### config.mk
export PLATFORM = sky130hd
export DESIGN_NAME = brw_regs
export DESIGN_NICKNAME = d
export VERILOG_FILES = /design/src/rtl/brw_pkg.sv /design/src/rtl/brw_regs.sv
export SDC_FILE = /design/constraint.sdc
export NUM_CORES = 1
export LEC_CHECK = 0
export ABC_AREA = 1
export CAP_MARGIN = 5
export CORE_MARGIN = 4
export CORE_UTILIZATION = 60
export CTS_BUF_LIST = sky130_fd_sc_hd__clkbuf_4
export CTS_CLUSTER_DIAMETER = 100
export DETAILED_ROUTE_END_ITERATION = 16
export DONT_BUFFER_PORTS = 1
export HOLD_SLACK_MARGIN = 0.05
export PLACE_DENSITY_LB_ADDON = 0.25
export SLEW_MARGIN = 30
export SYNTH_ARGS = -nofsm -noshare
export SYNTH_HDL_FRONTEND = slang
export SYNTH_SLANG_ARGS = --single-unit
### constraint.sdc
create_clock -name clk_sys -period 2.47 [get_ports clk_sys]
set_clock_uncertainty 0.05 [all_clocks]
set_input_delay 0 -clock clk_sys [delete_from_list [all_inputs] [get_ports clk_sys]]
set_output_delay 0 -clock clk_sys [all_outputs]
set_load 0.01 [all_outputs]
### src/rtl/brw_pkg.sv
/*
 * brw_pkg: offsets, reset values, field positions and carrier types
 * of the bridge window and control register bank.
 * assumes a classic wishbone slave with byte addresses on adr.
 */
`default_nettype none
package brw_pkg;
    // register byte offsets
    localparam logic [7:0] BRW_OFF_PF_BASE_HI = 8'h28;
    localparam logic [7:0] BRW_OFF_PF_LIMIT_HI = 8'h2c;
    localparam logic [7:0] BRW_OFF_IO_HI = 8'h30;
    localparam logic [7:0] BRW_OFF_CAP_PTR = 8'h34;
    localparam logic [7:0] BRW_OFF_INT_CTRL = 8'h3c;
    // values after reset
    localparam logic [31:0] BRW_RST_PF_HI = 32'h0000_0000;
    localparam logic [15:0] BRW_RST_IO_HI = 16'h0000;
    localparam logic [7:0] BRW_RST_INT_LINE = 8'h00;
    localparam logic [7:0] BRW_RST_INT_PIN = 8'h00;
    localparam logic [7:0] BRW_CAP_PTR = 8'h40;
    // forwarding control bit positions within the 0x3c word
    localparam int BRW_BC_POISON = 16;
    localparam int BRW_BC_ERR_FWD = 17;
    localparam int BRW_BC_ALIAS = 18;
    localparam int BRW_BC_DISP = 19;
    localparam int BRW_BC_DISP16 = 20;
    localparam int BRW_BC_SBR = 22;
    // writable forwarding control bits 16..22, 21 kept at zero
    localparam logic [15:0] BRW_BC_WMASK = 16'h005f;
    localparam logic [15:0] BRW_RST_BC = 16'h0000;
    // display memory range and display i/o ranges (low ten bits)
    localparam logic [63:0] BRW_DISP_MEM_LO = 64'h0000_0000_000a_0000;
    localparam logic [63:0] BRW_DISP_MEM_HI = 64'h0000_0000_000b_ffff;
    localparam logic [9:0] BRW_DISP_IO_A_LO = 10'h3b0;
    localparam logic [9:0] BRW_DISP_IO_A_HI = 10'h3bb;
    localparam logic [9:0] BRW_DISP_IO_B_LO = 10'h3c0;
    localparam logic [9:0] BRW_DISP_IO_B_HI = 10'h3df;
    // implied low bits of the prefetchable window bounds
    localparam logic [19:0] BRW_PF_LO_FILL = 20'h00000;
    localparam logic [19:0] BRW_PF_HI_FILL = 20'hfffff;
    // implied low bits of the i/o window bounds
    localparam logic [11:0] BRW_IO_LO_FILL = 12'h000;
    localparam logic [11:0] BRW_IO_HI_FILL = 12'hfff;

    // wishbone request from the master
    typedef struct packed {
        logic cyc;
        logic stb;
        logic we;
        logic [7:0] adr;
        logic [3:0] sel;
        logic [31:0] dat;
    } brw_wb_req_t;
    // memory request address to classify
    typedef struct packed {
        logic valid;
        logic [63:0] addr;
    } brw_mem_query_t;
    // i/o request address to classify
    typedef struct packed {
        logic valid;
        logic [31:0] addr;
    } brw_io_query_t;
    // error message seen on the secondary side
    typedef struct packed {
        logic valid;
        logic [1:0] kind;
    } brw_err_msg_t;
    // registered forwarding decisions
    typedef struct packed {
        logic mem_valid;
        logic mem_pf_hit;
        logic mem_disp_hit;
        logic io_valid;
        logic io_fwd_down;
        logic io_fwd_up;
        logic io_disp_hit;
    } brw_route_t;
endpackage
`default_nettype wire

### src/rtl/brw_regs.sv
/*
 * brw_regs: upper window bounds, capability pointer, interrupt fields
 * and forwarding control of one switch port, plus the forwarding
 * decisions and port reset that these registers steer.
 * assumes one 100 MHz clock, classic wishbone master, and lower window
 * bits supplied by the neighbouring register bank on the same clock.
 */
// The Wishbone register port was chosen for this implementation.
`timescale 1ns/1ps
`default_nettype none
module brw_regs #(
    parameter bit IS_UPSTREAM = 1'b0, // port sits upstream
    parameter int NUM_DS_PORTS = 3 // downstream ports reset by upstream
) (
    input wire logic clk_sys,
    input wire logic rst_b,
    input wire brw_pkg::brw_wb_req_t wb_req,
    output logic [31:0] wb_dat_r,
    output logic wb_ack,
    input wire logic cfg_load_valid,
    input wire logic [7:0] cfg_load_int_pin,
    input wire logic [11:0] pf_base_lo,
    input wire logic [11:0] pf_limit_lo,
    input wire logic [3:0] io_base_lo,
    input wire logic [3:0] io_limit_lo,
    input wire brw_pkg::brw_mem_query_t mem_query,
    input wire brw_pkg::brw_io_query_t io_query,
    output brw_pkg::brw_route_t route,
    input wire logic poison_seen,
    output logic poison_report,
    input wire brw_pkg::brw_err_msg_t err_in,
    output brw_pkg::brw_err_msg_t err_out,
    output logic [NUM_DS_PORTS-1:0] port_rst_b
);
    import brw_pkg::*;

    // merge a write into a word under byte enables
    function automatic logic [31:0] lane_merge(
        input logic [31:0] old_v,
        input logic [31:0] new_v,
        input logic [3:0] sel
    );
        logic [31:0] res;
        res = old_v;
        for (int i = 0; i < 4; i++) begin
            if (sel[i]) begin
                res[8*i +: 8] = new_v[8*i +: 8];
            end
        end
        return res;
    endfunction

    // inclusive window compare on both bounds
    function automatic logic in_window(
        input logic [63:0] addr,
        input logic [63:0] lo,
        input logic [63:0] hi
    );
        return (addr >= lo) && (addr <= hi);
    endfunction

    // display i/o decode, 10 or 16 bits wide
    function automatic logic disp_io(
        input logic [31:0] addr,
        input logic wide
    );
        logic low_hit;
        logic upper_ok;
        low_hit = ((addr[9:0] >= BRW_DISP_IO_A_LO) && (addr[9:0] <= BRW_DISP_IO_A_HI))
            || ((addr[9:0] >= BRW_DISP_IO_B_LO) && (addr[9:0] <= BRW_DISP_IO_B_HI));
        // wide decode also checks bits 15..10
        upper_ok = wide ? (addr[15:10] == 6'h00) : 1'b1;
        // only the first 64KB of i/o space
        return low_hit && upper_ok && (addr[31:16] == 16'h0000);
    endfunction

    // register state
    logic [31:0] pf_base_hi_q; // prefetch base bits 63..32
    logic [31:0] pf_limit_hi_q; // prefetch limit bits 63..32
    logic [15:0] io_base_hi_q; // io base bits 31..16
    logic [15:0] io_limit_hi_q; // io limit bits 31..16
    logic [7:0] int_line_q; // interrupt routing line
    logic [7:0] int_pin_q; // interrupt wire select
    logic [15:0] bc_q; // forwarding control, word bits 31..16
    logic ack_q; // bus answer
    logic [31:0] dat_r_q; // read data
    logic req_new; // fresh request this cycle
    logic wr_go; // write commits at this edge
    logic [31:0] rd_word; // word selected for read

    assign req_new = wb_req.cyc && wb_req.stb && !ack_q;
    assign wr_go = req_new && wb_req.we;

    // single wait cycle answer; ack drops after one cycle
    always_ff @(posedge clk_sys or negedge rst_b) begin
        if (!rst_b) begin
            ack_q <= 1'b0;
        end else begin
            ack_q <= req_new;
        end
    end

    // read mux, unmapped offsets read zero
    always_comb begin
        rd_word = 32'h0000_0000;
        unique case (wb_req.adr)
            BRW_OFF_PF_BASE_HI: rd_word = pf_base_hi_q;
            BRW_OFF_PF_LIMIT_HI: rd_word = pf_limit_hi_q;
            BRW_OFF_IO_HI: rd_word = {io_limit_hi_q, io_base_hi_q};
            // fixed pointer to power management block
            BRW_OFF_CAP_PTR: rd_word = {24'h000000, BRW_CAP_PTR};
            // legacy bits come from the masked control copy
            // top four bits are never stored
            BRW_OFF_INT_CTRL: rd_word = {bc_q & BRW_BC_WMASK, int_pin_q, int_line_q};
            default: rd_word = 32'h0000_0000;
        endcase
    end

    // read data captured with the answer
    always_ff @(posedge clk_sys or negedge rst_b) begin
        if (!rst_b) begin
            dat_r_q <= 32'h0000_0000;
        end else if (req_new) begin
            dat_r_q <= wb_req.we ? 32'h0000_0000 : rd_word;
        end
    end

    assign wb_ack = ack_q;
    assign wb_dat_r = dat_r_q;

    // prefetch window upper words
    always_ff @(posedge clk_sys or negedge rst_b) begin
        if (!rst_b) begin
            pf_base_hi_q <= BRW_RST_PF_HI;
            pf_limit_hi_q <= BRW_RST_PF_HI;
        end else if (wr_go) begin
            if (wb_req.adr == BRW_OFF_PF_BASE_HI) begin
                pf_base_hi_q <= lane_merge(pf_base_hi_q, wb_req.dat, wb_req.sel);
            end
            if (wb_req.adr == BRW_OFF_PF_LIMIT_HI) begin
                pf_limit_hi_q <= lane_merge(pf_limit_hi_q, wb_req.dat, wb_req.sel);
            end
        end
    end

    // io window upper halves share one word
    always_ff @(posedge clk_sys or negedge rst_b) begin
        if (!rst_b) begin
            io_base_hi_q <= BRW_RST_IO_HI;
            io_limit_hi_q <= BRW_RST_IO_HI;
        end else if (wr_go && wb_req.adr == BRW_OFF_IO_HI) begin
            {io_limit_hi_q, io_base_hi_q} <= lane_merge({io_limit_hi_q, io_base_hi_q},
                wb_req.dat, wb_req.sel);
        end
    end

    // interrupt line and forwarding control
    always_ff @(posedge clk_sys or negedge rst_b) begin
        if (!rst_b) begin
            int_line_q <= BRW_RST_INT_LINE;
            bc_q <= BRW_RST_BC;
        end else if (wr_go && wb_req.adr == BRW_OFF_INT_CTRL) begin
            if (wb_req.sel[0]) begin
                int_line_q <= wb_req.dat[7:0];
            end
            // read-only legacy bits dropped by the mask
            // reserved bits dropped by the mask
            if (wb_req.sel[2]) begin
                bc_q[7:0] <= wb_req.dat[23:16] & BRW_BC_WMASK[7:0];
            end
            if (wb_req.sel[3]) begin
                bc_q[15:8] <= wb_req.dat[31:24] & BRW_BC_WMASK[15:8];
            end
        end
    end

    // interrupt pin: software cannot write it
    always_ff @(posedge clk_sys or negedge rst_b) begin
        if (!rst_b) begin
            int_pin_q <= BRW_RST_INT_PIN;
        end else if (cfg_load_valid && !IS_UPSTREAM) begin
            int_pin_q <= cfg_load_int_pin;
        end
    end

    // named control bits
    // one name per stored bit; bit 21 is masked on write and read,
    // so it always reads back as zero
    logic bc_poison;
    logic secondary_error_forward_en;
    logic legacy_io_alias_en;
    logic bc_disp;
    logic bc_disp16;
    logic bc_sbr;
    assign bc_poison = bc_q[BRW_BC_POISON-16];
    assign secondary_error_forward_en = bc_q[BRW_BC_ERR_FWD-16];
    assign legacy_io_alias_en = bc_q[BRW_BC_ALIAS-16];
    assign bc_disp = bc_q[BRW_BC_DISP-16];
    assign bc_disp16 = bc_q[BRW_BC_DISP16-16];
    assign bc_sbr = bc_q[BRW_BC_SBR-16];

    // assembled window bounds
    logic [63:0] pf_lo;
    logic [63:0] pf_hi;
    logic [63:0] io_lo;
    logic [63:0] io_hi;
    assign pf_lo = {pf_base_hi_q, pf_base_lo, BRW_PF_LO_FILL};
    assign pf_hi = {pf_limit_hi_q, pf_limit_lo, BRW_PF_HI_FILL};
    assign io_lo = {32'h0000_0000, io_base_hi_q, io_base_lo, BRW_IO_LO_FILL};
    assign io_hi = {32'h0000_0000, io_limit_hi_q, io_limit_lo, BRW_IO_HI_FILL};

    // combinational decisions, registered below
    logic io_hit;
    logic io_alias;
    assign io_hit = in_window({32'h0000_0000, io_query.addr}, io_lo, io_hi);
    // limitation: no window test here, io_hit gates the alias where used
    // alias: first 64KB, offset 100h..3ffh in each 1KB block
    assign io_alias = (io_query.addr[31:16] == 16'h0000) && (io_query.addr[9:8] != 2'b00);

    // forwarding decisions, one cycle after the query
    always_ff @(posedge clk_sys or negedge rst_b) begin
        if (!rst_b) begin
            route <= '0;
        end else begin
            route.mem_valid <= mem_query.valid;
            route.mem_pf_hit <= mem_query.valid && in_window(mem_query.addr, pf_lo, pf_hi);
            // display memory range only while enabled
            route.mem_disp_hit <= mem_query.valid && bc_disp
                && in_window(mem_query.addr, BRW_DISP_MEM_LO, BRW_DISP_MEM_HI);
            route.io_valid <= io_query.valid;
            // clear alias bit forwards the whole window
            route.io_fwd_down <= io_query.valid && io_hit && !(legacy_io_alias_en && io_alias);
            route.io_fwd_up <= io_query.valid && io_hit && legacy_io_alias_en && io_alias;
            // display i/o follows the same enable
            route.io_disp_hit <= io_query.valid && bc_disp && disp_io(io_query.addr, bc_disp16);
        end
    end

    // poisoned packet reporting
    always_ff @(posedge clk_sys or negedge rst_b) begin
        if (!rst_b) begin
            poison_report <= 1'b0;
        end else begin
            // ignored while the response bit is clear
            poison_report <= poison_seen && bc_poison;
        end
    end

    // error message forwarding to the primary side
    always_ff @(posedge clk_sys or negedge rst_b) begin
        if (!rst_b) begin
            err_out <= '0;
        end else begin
            err_out.valid <= err_in.valid && secondary_error_forward_en;
            err_out.kind <= err_in.kind;
        end
    end

    // port reset outputs, held while the bit stays set
    // hazard: nothing times the reset out, software must clear the bit
    always_ff @(posedge clk_sys or negedge rst_b) begin
        if (!rst_b) begin
            port_rst_b <= '1;
        end else if (IS_UPSTREAM) begin
            // upstream bit resets every downstream port
            port_rst_b <= {NUM_DS_PORTS{!bc_sbr}};
        end else begin
            // downstream bit resets its own device
            port_rst_b <= '1;
            port_rst_b[0] <= !bc_sbr;
        end
    end
endmodule
`default_nettype wire

# Word-level counts from Yosys, hierarchy flattened
# Cells that the tools add are included.
# op_classes
n_reduce_logical,46
magnitude_cmp,10
n_bitwise,0
div,0
eq_ne,5
n_mux,3
mul,0
shift,0
n_addsub,0
# ops
op,count
32-bit one-hot mux with 5 select lines,1
"64-bit by 20-bit greater-or-equal comparator with 1-bit output, second input constant",1
64-bit greater-or-equal comparator,1
"64-bit by 20-bit <= comparator with 1-bit output, second input constant",1
64-bit <= comparator,1
"8-bit by 6-bit == test with 1-bit output, second input constant",5
32-bit greater-or-equal comparator,1
32-bit <= comparator,1
32-bit 2-to-1 mux,1
1-bit logical AND,25
3-bit AND reduction,8
"10-bit greater-or-equal comparator, second input constant",2
"10-bit <= comparator, second input constant",2
16-bit logical NOT,1
2-bit AND reduction,6
6-bit logical NOT,1
1-bit logical NOT,3
2-bit nonzero test,1
1-bit logical OR,1
1-bit 2-to-1 mux,1
# totals
ramBits,0
latch_bits,0
memories,0
out_inout_bits,47
ff_bits,163
rom_bits,0

# Depth between registers and ports, before layout
# logic_depth
depth_word,6
depth_mapped,15
ltp_nobuf,15

# Least setup slack after synthesis
# Ideal clock, no wire load.
# synth_path
path_kind,flip-flop to flip-flop
startpoint,register pf_limit_hi_q[31]
endpoint,register route[5] (netlist bit)
path_buffers,0
t_arrival_ns,1.391
stages_incl_launch_ff,13
required_ns,2.305
synth_period_minus_slack_ns,1.556
path_slack_ns,0.914
cell_sequence,dfrtp_1 -> inv_1 -> ha_1 -> nand2_1 -> nor2_1 -> and2_1 -> nand3_1 -> nor2_1 -> nand2_1 -> nand3_1 -> nand2_1 -> nand2_1 -> nor2_1
# synth_via
elab_chain_cells,3
# synth_rtl
item,line,rtl
from (decl),brw_regs.sv:79,logic [31:0] pf_limit_hi_q;
from (signal assigned),brw_regs.sv:141,"pf_limit_hi_q <= lane_merge(pf_limit_hi_q, wb_req.dat, wb_req.sel);"
64-bit <= comparator,brw_regs.sv:59,return (addr >= lo) && (addr <= hi);
1-bit logical AND,brw_regs.sv:59,
1-bit logical AND,brw_regs.sv:226,"route.mem_pf_hit <= mem_query.valid && in_window(mem_query.addr, pf_lo, pf_hi);"
to (decl),brw_regs.sv:28,"output brw_pkg::brw_route_t route,"
# Every way passes these cells.
# A chain may end at the register's enable or synchronous reset.

# Final worst setup path
# layout_path
startpoint,input port mem_query[64] (netlist bit)
endpoint,register route[4] (netlist bit)
# layout_via
elab_chain_cells,2
# layout_rtl
item,line,rtl
from (decl),brw_regs.sv:26,"input wire brw_pkg::brw_mem_query_t mem_query,"
1-bit logical AND,brw_regs.sv:228,route.mem_disp_hit <= mem_query.valid && bc_disp
1-bit logical AND,brw_regs.sv:229,"&& in_window(mem_query.addr, BRW_DISP_MEM_LO, BRW_DISP_MEM_HI);"
# Every way passes these cells.

==> flow_summary.json <==
{
  "status": "finished with violations",
  "violations": "hold timing",
  "viasPerCell": 5.63,
  "synth_seq_cells": 163,
  "crit_chain": "dlygate4sd3_1, inv_1, nor4_2, dlygate4sd3_1, nand3_1, dlygate4sd3_1, nor4_1, dlygate4sd3_1",
  "p_int_mw": 3.83,
  "routed.top_layer": "met5",
  "r2r_end": "route[2]$_DFF_PN0_",
  "worstPathRequired_ps": 2950,
  "synth-adder-area-share_pct": 15.0,
  "grt_pass1_wl_um": 52100,
  "cp.arrival_ps": 2820,
  "place_hpwl_um": 23700,
  "clk_pin_slew_worst_paths_ps": 140,
  "path_common_cell": "dlygate4sd3_1",
  "p_seq_share_pct": 52.4,
  "cp_top_family": "buffers and inverters",
  "leakage_nw": 6.21,
  "grt_pass1_vias": 10000,
  "p_total_mw": 5.19,
  "num_rows": 48,
  "dr_total_vias": 10100,
  "drt-met1-wl_um": 12900,
  "synthFlopType": "dfrtp_1",
  "cts_buffer_depth": 2,
  "grt_overflow": 0,
  "grt_max_degree": 164,
  "synth_edf_count": 0,
  "period_needed_ps": 2340,
  "gp_congestion": 0.900,
  "drive_above_1_share_pct": 5.96,
  "clk_latency_ps": 580,
  "area_growth_pct": 18.6,
  "ff2ff_setup_slack_ps": 170,
  "synth_top_family_by_area": "simple AND/OR/NAND/NOR gates",
  "post-route-util_pct": 73.1,
  "die_w_um": 142,
  "ant_nets": 0,
  "switching_share_pct": 26.1,
  "postSynthCellCount": 1399,
  "critPathBufInv": 5,
  "start_kind": "input pin",
  "pwr-share-clk_pct": 34.7,
  "antenna_found_initial": 2,
  "port-buffer-count": 0,
  "ir_drop_v": 0.000283,
  "wire_per_inst_um": 18.6,
  "fin_crit_sh_pct": 94.7,
  "die_h_um": 142,
  "core-area_um2": 17400,
  "cts.sinks": 163,
  "synth_compound_area_share_pct": 12.7,
  "fin_hold_ws_ps": -950,
  "muxShareOfSynthArea_pct": 0.105,
  "dieArea_um2": 20000,
  "wl_met3_um": 3060,
  "worst_pin_slew_ps": 803,
  "async_flop_share_pct": 100,
  "r2r-start": "io_limit_hi_q[11]$_DFFE_PN0P_",
  "net-switching-power_mw": 1.36,
  "routed_wl_um": 33300,
  "rr_worst_depth": 12,
  "critPathMaxStageDelay_ps": 590,
  "synth-simple-area-share_pct": 24.0,
  "cts.htree.levels": 4,
  "critPathKind": "input pin to flip-flop",
  "power_density_nw_per_um2": 409,
  "crit_path_top_delay_cell": "dlygate4sd3_1",
  "fin_ws_ps": 131,
  "maxSlewViolCount": 0,
  "drt_iter0_markers": 867,
  "wl_met2_um": 16300,
  "hold_path.class": "input pin to asynchronous set/reset pin",
  "start_util_pct": 61.6,
  "hold_viol_final": 164,
  "slew-limit-headroom_pct": 46.0,
  "avgSynthCellArea_um2": 7.65,
  "synth_xor_area_share_pct": 0,
  "yosysWarnings": 0,
  "cts_buffers": 17,
  "post-place-ws_ps": 580,
  "io_pins": 239,
  "cts_tree": "yes",
  "max_freq_ghz": 0.428,
  "grt_use_total_pct": 33.4,
  "critPathCaptureType": "flip-flop",
  "cap_viol_max_count": 0,
  "worstPathMaxFanout": 2,
  "firstDrtPassIters": 6,
  "ctsRootBufferMaster": "clkbuf_4",
  "drc": 0,
  "seq_area_frac_synth_pct": 38.1,
  "finalSetupViolCount": 0,
  "comb_power_share_pct": 12.9,
  "syn_area_um2": 10700,
  "fin_nets": 1868,
  "synth_cell_types": 37
}
==> state kept, by name (all words and copies together), names as in the netlist <==
signal	flops
io_base_hi_q	16
bc_q	6
route	7
wb_dat_r	32
pf_base_hi_q	32
io_limit_hi_q	16
poison_report	1
int_line_q	8
wb_ack	1
port_rst_b	1
err_out	3
pf_limit_hi_q	32
int_pin_q	8
==> metrics by stage <==
step           TNS (ps)  std cells  hold WS (ps)  area [um^2]
3_3_place_gp          0       1601          -342        10800
5_1_grt           -63.6       1787         -1010        12700
3_5_place_dp          0       1601          -343        10800
6_report              0       1787          -950        12700
4_1_cts               0       1772          -983        12500
2_1_floorplan         0       1400          -346        10700
==> power by group through the flow <==
stage	registers [mW]	clock network [mW]	logic, mW
floorplan	2.76	0	0.373
global placement	2.77	0	0.460
detailed placement	2.77	0	0.479
CTS	2.72	1.82	0.636
global route	2.72	1.94	0.761
finish	2.72	1.80	0.670
==> metal layers <==
layer | vias up | track usage [%]
li1 | 4802 | -
met1 | 4717 | 41.9
met2 | 463 | 56.7
met3 | 76 | 8.49
met4 | 2 | 10.7
met5 | - | 0
==> synthesized netlist by cell type (2+ instances only) <==
master | count | area, um^2
ha_1 | 128 | 1600
dfrtp_1 | 162 | 4050
nor4_1 | 17 | 106
nor2_4 | 6 | 67.6
o21a_1 | 4 | 30.0
o21ai_0 | 126 | 631
nand3_1 | 26 | 130
o2111ai_1 | 12 | 105
nor3_1 | 4 | 20.0
inv_1 | 223 | 837
nand2_2 | 6 | 37.5
a21oi_1 | 69 | 345
buf_6 | 9 | 101
nand4_1 | 19 | 119
nand2_4 | 11 | 124
a21o_1 | 5 | 37.5
o21ai_1 | 30 | 150
buf_4 | 7 | 52.6
nor2_1 | 71 | 267
nor2_2 | 4 | 25.0
buf_2 | 11 | 55.1
o22ai_1 | 8 | 50.1
clkbuf_1 | 6 | 22.5
nand2_1 | 416 | 1560
and2_1 | 6 | 37.5
inv_2 | 2 | 7.51
==> worst max-delay path by stage <==
stage	from	endpoint	slack [ps]	depth (start not counted)
finish	mem_query[64]	route[4]$_DFF_PN0_	130	8
global route	io_base_hi_q[7]$_DFFE_PN0P_	route[2]$_DFF_PN0_	-60	11
CTS	mem_query[17]	route[5]$_DFF_PN0_	30	13
detailed placement	pf_limit_hi_q[31]$_DFFE_PN0P_	route[5]$_DFF_PN0_	580	12
global placement	pf_limit_hi_q[31]$_DFFE_PN0P_	route[5]$_DFF_PN0_	680	12
floorplan	pf_limit_hi_q[31]$_DFFE_PN0P_	route[5]$_DFF_PN0_	910	12
==> cells by family (layout without fill, tap and decap cells) <==
| family | Yosys count | after routing |
|---|---|---|
| adders and majority gates | 128 | 128 |
| muxes | 1 | 1 |
| AOI/OAI and AO/OA | 255 | 255 |
| DFF | 163 | 163 |
| buffers and inverters | 259 | 419 |
| and+or+nand+nor | 592 | 592 |
| other | 1 | 4 |
==> cell usage in the layout (no fill, tap or decap), types with 3 or more instances in the layout <==
master and count:
a21o_1 5, a21oi_1 68, and2_1 6, buf_4 17, bufinv_16 4, clkbuf_4 18, clkinv_2 3, dfrtp_1 162
dlygate4sd3_1 144, ha_1 128, inv_1 223, inv_6 3, nand2_1 415, nand2_2 7, nand2_4 11, nand3_1 26
nand4_1 19, nor2_1 66, nor2_2 9, nor2_4 6, nor3_1 3, nor4_1 16, o2111ai_1 12, o21a_1 4
o21ai_0 126, o21ai_1 30, o22ai_1 8
==> repair_timing <==
| action | CTS | global route |
|---|---|---|
| setup endpoints to repair | 0 | 22 |
| gates resized for setup | 0 | 9 |
| setup buffers | 0 | 8 |
| endpoints found under the hold margin | 325 | 171 |
| hold buffers | 140 | 12 |
==> final cells by class <==
| cell class | instances | area, um^2 |
|---|---|---|
| Tap cell | 225 | 282 |
| Multi-Input combinational cell | 978 | 5570 |
| Antenna cell | 2 | 5.00 |
| Timing Repair Buffer | 162 | 1590 |
| Clock buffer | 18 | 135 |
| Clock inverter | 13 | 181 |
| Fill cell | 1346 | 4660 |
| Sequential cell | 163 | 4080 |
| Inverter | 226 | 851 |
==> worst reg2reg max path, stage by stage, from the launching register on <==
cell and delay [ps]:
dfrtp_1 380, inv_1 50, ha_1 280, nand2_1 70, nor2_1 120, nand4_1 190, nor2_2 170, nand2_1 70
nand3_1 90, nand2_1 50, nand3_1 90, nor2_1 50, dlygate4sd3_1 550
(Power assumes the default switching activity.)
